`config.mk`:
```
export PLATFORM = sky130hd
export DESIGN_NAME = flow_ctrl_special_command_decoder
export DESIGN_NICKNAME = d
export VERILOG_FILES = /design/src/design/flow_cmd_pkg.sv /design/src/design/tare_timer.sv /design/src/design/flow_ctrl_special_command_decoder.sv
export SDC_FILE = /design/constraint.sdc
export NUM_CORES = 1
export LEC_CHECK = 0
export BUFFER_PORTS_ARGS = -buffer_cell sky130_fd_sc_hd__buf_2
export CORE_MARGIN = 2
export CORE_UTILIZATION = 45
export CTS_BUF_LIST = sky130_fd_sc_hd__clkbuf_16
export DETAILED_ROUTE_END_ITERATION = 10
export GPL_TIMING_DRIVEN = 0
export PLACE_DENSITY_LB_ADDON = 0.3
export SLEW_MARGIN = 10
export SYNTH_ARGS = -nofsm -noshare
export SYNTH_HDL_FRONTEND = slang
export SYNTH_SLANG_ARGS = --single-unit
```
`constraint.sdc`:
```
create_clock -name clk -period 3.8 [get_ports clk]
set_clock_uncertainty 0.05 [all_clocks]
set_input_delay 0.19 -clock clk [delete_from_list [all_inputs] [get_ports clk]]
set_output_delay 0.19 -clock clk [all_outputs]
set_load 0.02 [all_outputs]
```
`src/design/flow_cmd_pkg.sv`:
```
// Purpose: Shared constants for the special command decoder
// Assumes: Register numbers are the 1-indexed window numbers seen by the host
// Notes:   Timing derived from the 200 MHz system clock

package flow_cmd_pkg;

  // ----------------------------------------
  // Command window
  // ----------------------------------------
  localparam logic [15:0] CMD_ID_REG     = 16'h03e8;
  localparam logic [15:0] CMD_ARG_REG    = 16'h03e9;

  // ----------------------------------------
  // Command identifiers
  // ----------------------------------------
  localparam logic [15:0] CMD_TARE       = 16'h0004;
  localparam logic [15:0] CMD_TOT_RESET  = 16'h0005;
  localparam logic [15:0] CMD_CTRL_VAR   = 16'h000b;
  localparam logic [15:0] CMD_SP_SAVE    = 16'h000c;
  localparam logic [15:0] CMD_TOT_PAUSE  = 16'h000f;
  localparam logic [15:0] CMD_VALVE      = 16'h0010;
  localparam logic [15:0] CMD_GAIN_SAVE  = 16'h0011;
  localparam logic [15:0] CMD_SP_SOURCE  = 16'h0012;
  localparam logic [15:0] CMD_STATION    = 16'h7fff;
  localparam logic [15:0] CMD_BITRATE    = 16'h8000;

  // ----------------------------------------
  // Result codes
  // ----------------------------------------
  localparam logic [15:0] RES_OK         = 16'h0000;
  localparam logic [15:0] RES_BAD_CMD    = 16'h8001;
  localparam logic [15:0] RES_BAD_SET    = 16'h8002;
  localparam logic [15:0] RES_UNSUP      = 16'h8003;

  // ----------------------------------------
  // Argument limits and field codes
  // ----------------------------------------
  localparam logic [15:0] STATION_MIN    = 16'h0001;
  localparam logic [15:0] STATION_MAX    = 16'h00f7;
  localparam logic [15:0] BITRATE_MAX    = 16'h0005;
  localparam logic [1:0]  VALVE_NONE     = 2'h0;
  localparam logic [1:0]  VALVE_CLOSE    = 2'h1;
  localparam logic [1:0]  VALVE_OPEN     = 2'h2;

  // ----------------------------------------
  // Reset values
  // ----------------------------------------
  localparam logic [15:0] ID_RESET       = 16'h0000;
  localparam logic [15:0] RESULT_RESET   = 16'h0000;
  localparam logic [7:0]  STATION_RESET  = 8'h01;
  localparam logic [2:0]  BITRATE_RESET  = 3'h2;

  // ----------------------------------------
  // Timing
  // ----------------------------------------
  localparam longint      CLK_HZ         = 200_000_000;
  localparam longint      TARE_TIME_S    = 10;
  localparam longint      TARE_CYCLES    = TARE_TIME_S * CLK_HZ;

endpackage

```
`src/design/tare_timer.sv`:
```
// Purpose: Times a zero-flow tare from start to completion
// Assumes: start and abort are one-cycle pulses, never together
// Notes:   Restart while busy reloads the full period

`timescale 1ns/1ps

module tare_timer #(
  parameter int unsigned CYCLES = 32'd2000000000
) (
  input  wire logic clk,
  input  wire logic reset_n,
  input  wire logic start,
  input  wire logic abort,
  output logic      busy,
  output logic      done
);

  logic [31:0] count_r;
  logic        busy_r;
  logic        done_r;
  wire         lastTick = busy_r && (count_r == 32'h00000001);

  always_ff @(posedge clk or negedge reset_n) begin
    if (!reset_n) begin
      count_r <= 32'h00000000;
      busy_r  <= 1'b0;
      done_r  <= 1'b0;
    end else begin
      done_r <= lastTick && !abort && !start;
      if (start) begin
        count_r <= CYCLES;
        busy_r  <= 1'b1;
      end else if (abort || lastTick) begin
        count_r <= 32'h00000000;
        busy_r  <= 1'b0;
      end else if (busy_r) begin
        count_r <= count_r - 32'h00000001;
      end
    end
  end

  assign busy = busy_r;
  assign done = done_r;

endmodule

```
`src/design/flow_ctrl_special_command_decoder.sv`:
```
// Purpose: Decodes and runs host special commands from the two-register window
// Assumes: One register access per cycle; frameEnd pulses after a multi-register write
// Notes:   Actions and result settle one clock after frameEnd
//
// Behaviour
// - Id 4 arg 1 starts tare, arg 0 aborts; tare runs about ten seconds.
// - Id 5 arg 0 clears totalizer; id 15 pauses on 0, resumes on 1.
// - Id 11 selects loop variable: 0 mass flow, 1 volumetric flow.
// - Volumetric control is inoperative while density is out of range.
// - Id 12 arg 0 saves setpoint; saved setpoint restored at every power-up.
// - Id 16 valve override: 0 cancel, 1 force closed, 2 force open.
// - Id 17 arg 1 saves gains to non-volatile storage.
// - Id 18 setpoint source: 0 digital, 1 analog input.
// - Id 32767 takes station address 1..247, active after power cycle.
// - Id 32768 sets bitrate code 0..5, active after power cycle.
// - Result 0 success, 32769 bad id, 32770 bad setting, 32771 unsupported.
// - A write to the identifier register within a write frame triggers execution.
// - Identifier written without argument executes with argument zero.
// - Reading returns last identifier and result code of that command.

`timescale 1ns/1ps

module flow_ctrl_special_command_decoder #(
  parameter int unsigned TARE_CYCLES      = 32'(flow_cmd_pkg::TARE_CYCLES),
  parameter bit          ANALOG_SP_FITTED = 1'b1
) (
  input  wire logic        clk,
  input  wire logic        reset_n,
  input  wire logic        regWrEn,
  input  wire logic        regRdEn,
  input  wire logic [15:0] regAddr,
  input  wire logic [15:0] regWrData,
  input  wire logic        frameEnd,
  output logic      [15:0] regRdData,
  output logic             regRdValid,
  output logic             regRdErr,
  input  wire logic        densityOutOfRange,
  input  wire logic [31:0] presentSetpoint,
  input  wire logic [31:0] storedSetpoint,
  output logic             setpointRestore,
  output logic      [31:0] restoredSetpoint,
  output logic             setpointSave,
  output logic      [31:0] setpointSaveData,
  output logic             gainSave,
  output logic             tareActive,
  output logic             tareDone,
  output logic             totalizerClear,
  output logic             totalizerPaused,
  output logic             controlVolumetric,
  output logic             volumetricInoperative,
  output logic      [1:0]  valveOverride,
  output logic             setpointAnalog,
  output logic      [7:0]  pendingStation,
  output logic      [2:0]  pendingBitrate,
  output logic             configSave
);

  // ----------------------------------------
  // Command decode
  // ----------------------------------------
  function automatic logic [15:0] cmdResult(input logic [15:0] id, input logic [15:0] arg,
                                            input logic analogOk);
    logic bin;
    bin = (arg <= 16'h0001);
    unique case (id)
      flow_cmd_pkg::CMD_TARE, flow_cmd_pkg::CMD_CTRL_VAR, flow_cmd_pkg::CMD_TOT_PAUSE:
        cmdResult = bin ? flow_cmd_pkg::RES_OK : flow_cmd_pkg::RES_BAD_SET;
      flow_cmd_pkg::CMD_TOT_RESET, flow_cmd_pkg::CMD_SP_SAVE:
        cmdResult = (arg == 16'h0000) ? flow_cmd_pkg::RES_OK : flow_cmd_pkg::RES_BAD_SET;
      flow_cmd_pkg::CMD_GAIN_SAVE:
        cmdResult = (arg == 16'h0001) ? flow_cmd_pkg::RES_OK : flow_cmd_pkg::RES_BAD_SET;
      flow_cmd_pkg::CMD_VALVE:
        cmdResult = (arg <= 16'h0002) ? flow_cmd_pkg::RES_OK : flow_cmd_pkg::RES_BAD_SET;
      flow_cmd_pkg::CMD_SP_SOURCE:
        cmdResult = !bin ? flow_cmd_pkg::RES_BAD_SET :
                    (arg == 16'h0001 && !analogOk) ? flow_cmd_pkg::RES_UNSUP : flow_cmd_pkg::RES_OK;
      flow_cmd_pkg::CMD_STATION:
        cmdResult = (arg >= flow_cmd_pkg::STATION_MIN && arg <= flow_cmd_pkg::STATION_MAX) ?
                    flow_cmd_pkg::RES_OK : flow_cmd_pkg::RES_BAD_SET;
      flow_cmd_pkg::CMD_BITRATE:
        cmdResult = (arg <= flow_cmd_pkg::BITRATE_MAX) ? flow_cmd_pkg::RES_OK : flow_cmd_pkg::RES_BAD_SET;
      default:
        cmdResult = flow_cmd_pkg::RES_BAD_CMD;
    endcase
  endfunction

  // ----------------------------------------
  // Window registers
  // ----------------------------------------
  logic [15:0] id_r;
  logic [15:0] arg_r;
  logic [15:0] result_r;
  logic        pending_r;

  wire idWr   = regWrEn && (regAddr == flow_cmd_pkg::CMD_ID_REG);
  wire argWr  = regWrEn && (regAddr == flow_cmd_pkg::CMD_ARG_REG);
  wire exec   = frameEnd && pending_r;
  wire [15:0] resNow = cmdResult(id_r, arg_r, ANALOG_SP_FITTED);
  wire ok     = exec && (resNow == flow_cmd_pkg::RES_OK);
  function automatic logic isCmd(input logic [15:0] id, input logic [15:0] which, input logic go);
    isCmd = go && (id == which);
  endfunction
  wire doTare    = isCmd(id_r, flow_cmd_pkg::CMD_TARE, ok);
  wire doTotClr  = isCmd(id_r, flow_cmd_pkg::CMD_TOT_RESET, ok);
  wire doCtrlVar = isCmd(id_r, flow_cmd_pkg::CMD_CTRL_VAR, ok);
  wire doSpSave  = isCmd(id_r, flow_cmd_pkg::CMD_SP_SAVE, ok);
  wire doPause   = isCmd(id_r, flow_cmd_pkg::CMD_TOT_PAUSE, ok);
  wire doValve   = isCmd(id_r, flow_cmd_pkg::CMD_VALVE, ok);
  wire doGain    = isCmd(id_r, flow_cmd_pkg::CMD_GAIN_SAVE, ok);
  wire doSource  = isCmd(id_r, flow_cmd_pkg::CMD_SP_SOURCE, ok);
  wire doStation = isCmd(id_r, flow_cmd_pkg::CMD_STATION, ok);
  wire doBitrate = isCmd(id_r, flow_cmd_pkg::CMD_BITRATE, ok);
  wire rdHit     = (regAddr == flow_cmd_pkg::CMD_ID_REG) || (regAddr == flow_cmd_pkg::CMD_ARG_REG);

  always_ff @(posedge clk or negedge reset_n) begin
    if (!reset_n) begin
      id_r      <= flow_cmd_pkg::ID_RESET;
      arg_r     <= 16'h0000;
      pending_r <= 1'b0;
      result_r  <= flow_cmd_pkg::RESULT_RESET;
    end else begin
      if (idWr) begin
        id_r      <= regWrData;
        arg_r     <= 16'h0000;
      end else if (argWr) begin
        arg_r     <= regWrData;
      end
      pending_r <= idWr || (pending_r && !frameEnd);
      if (exec) result_r <= resNow;
    end
  end

  // ----------------------------------------
  // Read port
  // ----------------------------------------
  logic [15:0] rdData_r;
  logic        rdValid_r;
  logic        rdErr_r;
  wire [15:0] rdSel = (regAddr == flow_cmd_pkg::CMD_ID_REG) ? id_r :
                      (regAddr == flow_cmd_pkg::CMD_ARG_REG) ? result_r : 16'h0000;

  always_ff @(posedge clk or negedge reset_n) begin
    if (!reset_n) begin
      rdData_r  <= 16'h0000;
      rdValid_r <= 1'b0;
      rdErr_r   <= 1'b0;
    end else begin
      rdValid_r <= regRdEn;
      rdErr_r   <= regRdEn && !rdHit;
      if (regRdEn) rdData_r <= rdSel;
    end
  end

  // ----------------------------------------
  // Actions
  // ----------------------------------------
  logic        clr_r;
  logic        pause_r;
  logic        vol_r;
  logic [1:0]  valve_r;
  logic        analog_r;
  logic        spSave_r;
  logic [31:0] spData_r;
  logic        gain_r;
  logic [7:0]  station_r;
  logic [2:0]  bitrate_r;
  logic        cfgSave_r;
  logic        booted_r;
  logic        restore_r;
  logic [31:0] restoreData_r;

  always_ff @(posedge clk or negedge reset_n) begin
    if (!reset_n) begin
      clr_r         <= 1'b0;
      pause_r       <= 1'b0;
      vol_r         <= 1'b0;
      valve_r       <= flow_cmd_pkg::VALVE_NONE;
      analog_r      <= 1'b0;
      spSave_r      <= 1'b0;
      spData_r      <= 32'h00000000;
      gain_r        <= 1'b0;
      station_r     <= flow_cmd_pkg::STATION_RESET;
      bitrate_r     <= flow_cmd_pkg::BITRATE_RESET;
      cfgSave_r     <= 1'b0;
      booted_r      <= 1'b0;
      restore_r     <= 1'b0;
      restoreData_r <= 32'h00000000;
    end else begin
      clr_r <= doTotClr;
      if (doPause) pause_r <= (arg_r == 16'h0000);
      if (doCtrlVar) vol_r <= arg_r[0];
      if (doValve) valve_r <= arg_r[1:0];
      if (doSource) analog_r <= arg_r[0];
      spSave_r <= doSpSave;
      if (doSpSave) spData_r <= presentSetpoint;
      booted_r  <= 1'b1;
      restore_r <= !booted_r;
      if (!booted_r) restoreData_r <= storedSetpoint;
      gain_r <= doGain;
      if (doStation) station_r <= arg_r[7:0];
      if (doBitrate) bitrate_r <= arg_r[2:0];
      cfgSave_r <= doStation || doBitrate;
    end
  end

  tare_timer #(.CYCLES (TARE_CYCLES)) u_tare (
    .clk     (clk),
    .reset_n (reset_n),
    .start   (doTare && arg_r[0]),
    .abort   (doTare && !arg_r[0]),
    .busy    (tareActive),
    .done    (tareDone)
  );

  assign regRdData             = rdData_r;
  assign regRdValid            = rdValid_r;
  assign regRdErr              = rdErr_r;
  assign totalizerClear        = clr_r;
  assign totalizerPaused       = pause_r;
  assign controlVolumetric     = vol_r;
  assign volumetricInoperative = vol_r && densityOutOfRange;
  assign valveOverride         = valve_r;
  assign setpointAnalog        = analog_r;
  assign setpointSave          = spSave_r;
  assign setpointSaveData      = spData_r;
  assign gainSave              = gain_r;
  assign pendingStation        = station_r;
  assign pendingBitrate        = bitrate_r;
  assign configSave            = cfgSave_r;
  assign setpointRestore       = restore_r;
  assign restoredSetpoint      = restoreData_r;

  // ----------------------------------------
  // Checks
  // ----------------------------------------
  property p_tare_start;
    @(posedge clk) disable iff (!reset_n) doTare && arg_r == 16'h0001 |=> tareActive [*8];
  endproperty
  a_tare_start: assert property (p_tare_start) else $error("tare did not start");
  property p_tot_clear;
    @(posedge clk) disable iff (!reset_n) totalizerClear |-> $past(exec) && $past(id_r) == 16'h0005;
  endproperty
  a_tot_clear: assert property (p_tot_clear) else $error("spurious totalizer clear");
  property p_ctrl_var;
    @(posedge clk) disable iff (!reset_n) exec && id_r == 16'h000b && arg_r == 16'h0001 |=> controlVolumetric;
  endproperty
  a_ctrl_var: assert property (p_ctrl_var) else $error("volumetric not selected");
  property p_vol_inop;
    @(posedge clk) disable iff (!reset_n) volumetricInoperative |-> controlVolumetric && densityOutOfRange;
  endproperty
  a_vol_inop: assert property (p_vol_inop) else $error("inoperative flag wrong");
  property p_restore;
    @(posedge clk) disable iff (!reset_n) setpointRestore |=> !setpointRestore [*4];
  endproperty
  a_restore: assert property (p_restore) else $error("restore not single pulse");
  property p_valve;
    @(posedge clk) disable iff (!reset_n) exec && id_r == 16'h0010 && arg_r == 16'h0002 |=> valveOverride == 2'h2;
  endproperty
  a_valve: assert property (p_valve) else $error("valve not forced open");
  property p_station;
    @(posedge clk) disable iff (!reset_n) pendingStation != 8'h00 && pendingStation <= 8'hf7;
  endproperty
  a_station: assert property (p_station) else $error("station address out of range");
  property p_bad_cmd;
    @(posedge clk) disable iff (!reset_n) exec && id_r == 16'h0007 |=>
      regRdValid == $past(regRdEn) && result_r == 16'h8001;
  endproperty
  a_bad_cmd: assert property (p_bad_cmd) else $error("unknown id not flagged");
  property p_default_arg;
    @(posedge clk) disable iff (!reset_n) idWr |=> arg_r == 16'h0000;
  endproperty
  a_default_arg: assert property (p_default_arg) else $error("argument not defaulted");
  property p_bad_set;
    @(posedge clk) disable iff (!reset_n) exec && id_r == 16'h0010 && arg_r > 16'h0002 |=>
      $stable(valveOverride) && result_r == 16'h8002;
  endproperty
  a_bad_set: assert property (p_bad_set) else $error("bad setting changed state");

endmodule

```
==> results of run 1 <==
sequential cells by signal, indices dropped and copies added (netlist names), 2 cells and up:
name / flops
setpointSaveData: 32
pendingStation: 8
arg_r: 16
id_r: 16
regRdData: 16
pendingBitrate: 3
result_r: 3
restoredSetpoint: 32
valveOverride: 2
u_tare.count_r: 32
worst max path at each step:
stage	from	end	slack, ns
3_3_place_gp	reset_n	restoredSetpoint[14]$_DFFE_PN0N_	-0.31
2_1_floorplan	id_r[11]$_DFFE_PN0P_	setpointSaveData[10]$_DFFE_PN0P_	0.88
6_report	arg_r[3]$_DFFE_PN0P_	setpointSaveData[29]$_DFFE_PN0P_	0.55
4_1_cts	arg_r[3]$_DFFE_PN0P_	setpointSaveData[15]$_DFFE_PN0P_	0.58
5_1_grt	arg_r[3]$_DFFE_PN0P_	pendingStation[2]$_DFFE_PN0P_	0.27
3_5_place_dp	arg_r[3]$_DFFE_PN0P_	setpointSaveData[8]$_DFFE_PN0P_	0.62
cell type report:
class	instances	area [µm²]
fill	1324	6260
timing repair buffer	290	1890
multi-input combinational	402	3040
clock buffer	17	425
antenna	1	2.50
sequential	174	4360
tap	220	275
inverter	26	97.6
clock inverter	14	111
buffer	29	179
layer usage:
| metal | share of wire [%] | global-route usage [%] | vias up |
|---|---|---|---|
| met5 | 0 | 0 | - |
| met4 | 2.4 | 7.84 | 0 |
| met3 | 5.1 | 5.89 | 37 |
| met2 | 50 | 36.2 | 176 |
| met1 | 42 | 28.0 | 2996 |
| li1 | - | - | 2889 |
cell usage after synthesis (6+ instances only):
master and n:
nor2_1 41, and3_1 7, a22o_1 15, mux2_4 30, o21ai_0 21, nor3_1 21
nand3_1 28, dfrtp_1 172, mux2_2 66, nand2_1 25, xor2_1 8, mux2i_1 6
nor4_1 21, inv_1 26, or4_1 10, a21oi_1 21, clkbuf_1 18, nand4_1 9
xnor2_1 10, or3_1 6
placed cells by master (no fill, tap or decap), types with 4 or more instances in the layout:
cell           netlist  routed
dlygate4sd3_1        0      82
clkbuf_1            18      18
nand2_1             25      25
mux2_4              30      30
or3_1                6       6
xnor2_1             10      10
o21ai_0             21      21
mux2i_1              6       6
dfrtp_1            172     172
and2_1               4       4
or4_1               10      10
nor2_1              41      41
clkbuf_16            0      17
mux2_2              66      66
clkinvlp_4           0       6
nand4_1              9       9
a22o_1              15      15
nand3_1             28      28
and3_1               7       7
inv_1               26      27
nor4_1              21      21
buf_2                5     211
nand2b_1             5       5
or2_2                5       5
nor3_1              21      21
a21oi_1             21      21
xor2_1               8       8
logic make-up after synthesis:
kind of cell	after synthesis	share of synthesized area [%]
adder cells (fa/ha/maj)	2	0.326
buffers and inverters	55	3.60
other	1	0.0489
AND/OR/NAND/NOR	201	14.3
AO/OA/AOI/OAI	78	6.59
XOR/XNOR	18	2.05
multiplexers	102	16.3
flip-flops	174	56.8
critical path, stage by stage (launching register included):
cell and delay [ns]:
dfrtp_1 0.42, or3_1 0.39, a2111oi_0 0.43, a21boi_0 0.18, a211oi_1 0.70, and3_1 0.33, buf_6 0.17, buf_12 0.15
mux2_4 0.31
power by group through the flow:
stage	clock [W]	sequential (W)	combinational, W
after floorplan	0	0.00199	0.0000496
after global placement	0	0.00194	0.000235
after detailed placement	0	0.00194	0.000243
after CTS	0.00165	0.00190	0.000309
after global routing	0.00173	0.00191	0.000333
final	0.00162	0.00190	0.000308
per-stage QoR:
step	utilization, %	instance area, µm²
global route	62.4	10400
detailed placement	54.2	9020
CTS	62.4	10400
finish	62.4	10400
floorplan	-	7670
global placement	54.0	8990
==> impl_metrics.toml, run 1 <==
[place]
dp_hpwl_um = 13100
pre_cts_ws_ns = 0.620
place.gp.congestion = 0.900
placed_cells = 1059
portBuffers = 207

[layout]
drive_above_1_share_pct = 37.4
instances_no_fill = 1173
area_delta_synth_final_pct = 35.3
final_nets = 1044

[sta]
slew_viol_final = 0
hold_violations = 0
timing.final.crit_share_pct = 85.4
layout_setup_ws_ns = 0.555
setup_viol = 0
setup_tns_ns = 0
rsz0062_at_grt = "false"
fmax_mhz = 308
slew_headroom_pct = 43.0
period_needed_ns = 3.25
worstMarginPinSlew_ns = 0.850
whs_ns = 0.0141

[routing]
wl_um = 19300
drc_errors = 0
drt_iter0_drc = 331
final_antenna_net_count = 0
num_vias = 6098
first_pass_iters = 5
wire_per_inst_um = 16.5
vias_per_cell = 5.20

[clock_network]
cts_inserted_buffers = 17
cts_max_level = 4
cts-hold-fix-buffers = 82
cts.sinks = 174
clock_latency_ns = 0.43
clk_pin_slew_worst_paths_ns = 0.07
cts_root_buf = "clkbuf_16"
cts_setup_buffers = 0
clk_path_buf_depth = 2
post_cts_resized = 0
cts_tree = "yes"

[yosys]
synth_edf_count = 0
yosysWarnings = 0
synthDistinctLibCells = 53
netlist_area_mm2 = 0.00767
synthTopCellsByArea = "dfrtp_1 56%, mux2_2 9.7%, mux2_4 5.9%"
ys_ff_latch = 174
yosysTopAreaCell = "dfrtp_1"
syn_nets = 735
synth-seq-area-share_pct = 56.8
syn_avg_cell_area_um2 = 12.2
syn_inst = 631
ys.flop_type = "dfrtp_1"
synth_top_cell_area_share_pct = 56.1
synth-async-reset-ratio_pct = 100

[floorplanning]
core_area_mm2 = 0.0166
die_w_um = 135
dieHeight_um = 135
start_util_pct = 46.1
num_rows = 47
io_pins = 208
dieArea_mm2 = 0.0181

[worst_hold_path]
hold_class = "primary input to flop"
hold-path-endpoint = "pending_r$_DFF_PN0_"
min-delay-start = "frameEnd"
min_path_cells = 3

[global_route]
grt_pass1_vias = 6289
grt_use_total_pct = 22.0
grt_max_degree = 113
grt_first_pass_wirelength_um = 31600
grt_antenna_before_repair = 0
gr-total-overflow = 0

[pwr]
switchingPower_w = 0.000942
max-vdd-ir-drop_uv = 338
power_density_mw_per_mm2 = 369
internal_power_w = 0.00289
p_leak_nw = 4.87
p_comb_share_pct = 8.1
clock_power_share_pct = 42.2
swShare_pct = 24.6
pwr-share-seq_pct = 49.7
finalPower_w = 0.00383

[critical_path]
r2r_start = "arg_r[3]$_DFFE_PN0P_"
start_kind = "flop"
arrival_ns = 3.51
cp.required_ns = 4.06
worstSetupEndpointType = "flop"
regToRegSetupSlack_ns = 0.55
rr_endpoint = "setpointSaveData[29]$_DFFE_PN0P_"
path_max_fanout = 10
r2r_cells = 8
worstSetupPathType = "flop to flop"

[run]
max-cap-violations = 0

[status]
status = "completed"
(Power assumes the default switching activity.)
==> inputs of run 2 (changes only) <==
==> constraint.sdc (replaced) <==
create_clock -name clk -period 3.8 [get_ports clk]
set_clock_uncertainty 0.05 [all_clocks]
set_input_delay 0.38 -clock clk [delete_from_list [all_inputs] [get_ports clk]]
set_output_delay 0.38 -clock clk [all_outputs]
set_load 0.02 [all_outputs]
==> impl_metrics.toml, run 2 (synthesis results as in run 1) <==
[critical_path]
start_kind = "flop"
cp_num_buf_inv = 3
critPathTopFamily = "simple AND/OR/NAND/NOR gates"
worstSetupEndpointType = "flop"
r2r_start = "u_tare.count_r[10]$_DFFE_PN0P_"
path_max_fanout = 10
max_stage_delay_ns = 0.64
regToRegSetupSlack_ns = 0.58
rr_endpoint = "u_tare.count_r[12]$_DFFE_PN0P_"
arrival_ns = 3.47
critical_path.cell_chain = "or4_1, clkbuf_1, or4_1, clkbuf_1, nor4_1, buf_2, nor2_1, a22oi_1, a21oi_1"
cpMaxStageDelayCell = "nor4_1"
cp.required_ns = 4.05
worstSetupPathType = "flop to flop"
r2r_cells = 9

[place]
dp_hpwl_um = 13100
place.gp.congestion = 0.900
portBuffers = 207
pre_cts_ws_ns = 0.620
placed_cells = 1059
place_area_mm2 = 0.00902

[floorplanning]
die_w_um = 135
num_rows = 47
core_area_mm2 = 0.0166
dieHeight_um = 135
io_pins = 208
start_util_pct = 46.1
dieArea_mm2 = 0.0181

[clock_network]
cts_root_buf = "clkbuf_16"
cts_max_level = 4
cts_setup_buffers = 0
cts_inserted_buffers = 17
cts_tree = "yes"
clk_path_buf_depth = 2
clk_pin_slew_worst_paths_ns = 0.07
cts-hold-fix-buffers = 1
clock_latency_ns = 0.43
post_cts_resized = 0
cts.sinks = 174

[layout]
area_delta_synth_final_pct = 24.7
final_common_cell = "buf_2"
instances_no_fill = 1091
diodes = 0
final_nets = 963
n_fill_cell = 1437
final_cell_mix = "211 x buf_2, 172 x dfrtp_1, 66 x mux2_2"
final_area_mm2 = 0.00957
drive_above_1_share_pct = 40.9

[pwr]
power_density_mw_per_mm2 = 392
max-vdd-ir-drop_uv = 337
finalPower_w = 0.00375
p_leak_nw = 4.53

[sta]
layout_setup_ws_ns = 0.581
rsz0062_at_grt = "false"
period_needed_ns = 3.22
timing.final.crit_share_pct = 84.7
fmax_mhz = 311
worstMarginPinSlew_ns = 0.836
slew_headroom_pct = 43.9
setup_viol = 0
slew_viol_final = 0
setup_tns_ns = 0
hold_violations = 0

[routing]
final_antenna_net_count = 0
drc_errors = 0
wl_um = 17900
first_pass_iters = 5
wire_per_inst_um = 16.4
vias_per_cell = 5.23
num_vias = 5708
drt_iter0_drc = 330

[global_route]
grt_antenna_before_repair = 0
grt_max_degree = 113
grt_first_pass_wirelength_um = 29400
gr-total-overflow = 0
grt_pass1_vias = 5781
grt_use_total_pct = 20.4

[worst_hold_path]
hold_class = "primary input to flop"
hold-path-endpoint = "regRdValid$_DFF_PN0_"
min_path_cells = 1
min-delay-start = "regRdEn"

[run]
max-cap-violations = 0

[status]
status = "completed"
## run 2: worst max path at each step
| stage | start | endpoint | depth (start not counted) |
|---|---|---|---|
| finish | u_tare.count_r[10]$_DFFE_PN0P_ | u_tare.count_r[12]$_DFFE_PN0P_ | 9 |
| global route | arg_r[3]$_DFFE_PN0P_ | pendingStation[2]$_DFFE_PN0P_ | 6 |
| CTS | arg_r[3]$_DFFE_PN0P_ | setpointSaveData[15]$_DFFE_PN0P_ | 8 |
| detailed placement | arg_r[3]$_DFFE_PN0P_ | setpointSaveData[8]$_DFFE_PN0P_ | 8 |
| global placement | reset_n | restoredSetpoint[14]$_DFFE_PN0N_ | 1 |
| floorplan | id_r[11]$_DFFE_PN0P_ | setpointSaveData[10]$_DFFE_PN0P_ | 8 |
## run 2: stage by stage
stage          utilization, %  hold WS, ns
2_1_floorplan               -       0.0344
3_3_place_gp             54.0        0.410
3_5_place_dp             54.2        0.310
4_1_cts                  57.5       0.0655
5_1_grt                  57.5       0.0726
6_report                 57.5       0.0821
## run 2: cell type report
type                    count  area [µm²]  area share [%]
multi-input cells         402        3040            31.8
repair buffers            209        1080            11.3
plain buffers              29         179            1.87
inverters                  26        97.6            1.02
clock inverters            14         111            1.16
well taps                 220         275            2.88
flip-flops and latches    174        4360            45.5
clock buffers              17         425            4.45
## run 2: metal layers
layer  global-route usage [%]  up-vias  wire [µm]
met5                        0        -          0
met2                     32.4      171       8770
met4                     6.20        0        276
li1                         -     2721          -
met3                     5.44       20        990
met1                     27.5     2796       7850
## run 2: report_power, final
| part | switching, W | internal, W |
|---|---|---|
| Clock | 0.000770 | 0.000843 |
| Combinational | 0.000138 | 0.0000997 |
| Sequential | 0.0000149 | 0.00189 |
| Total | 0.000923 | 0.00283 |
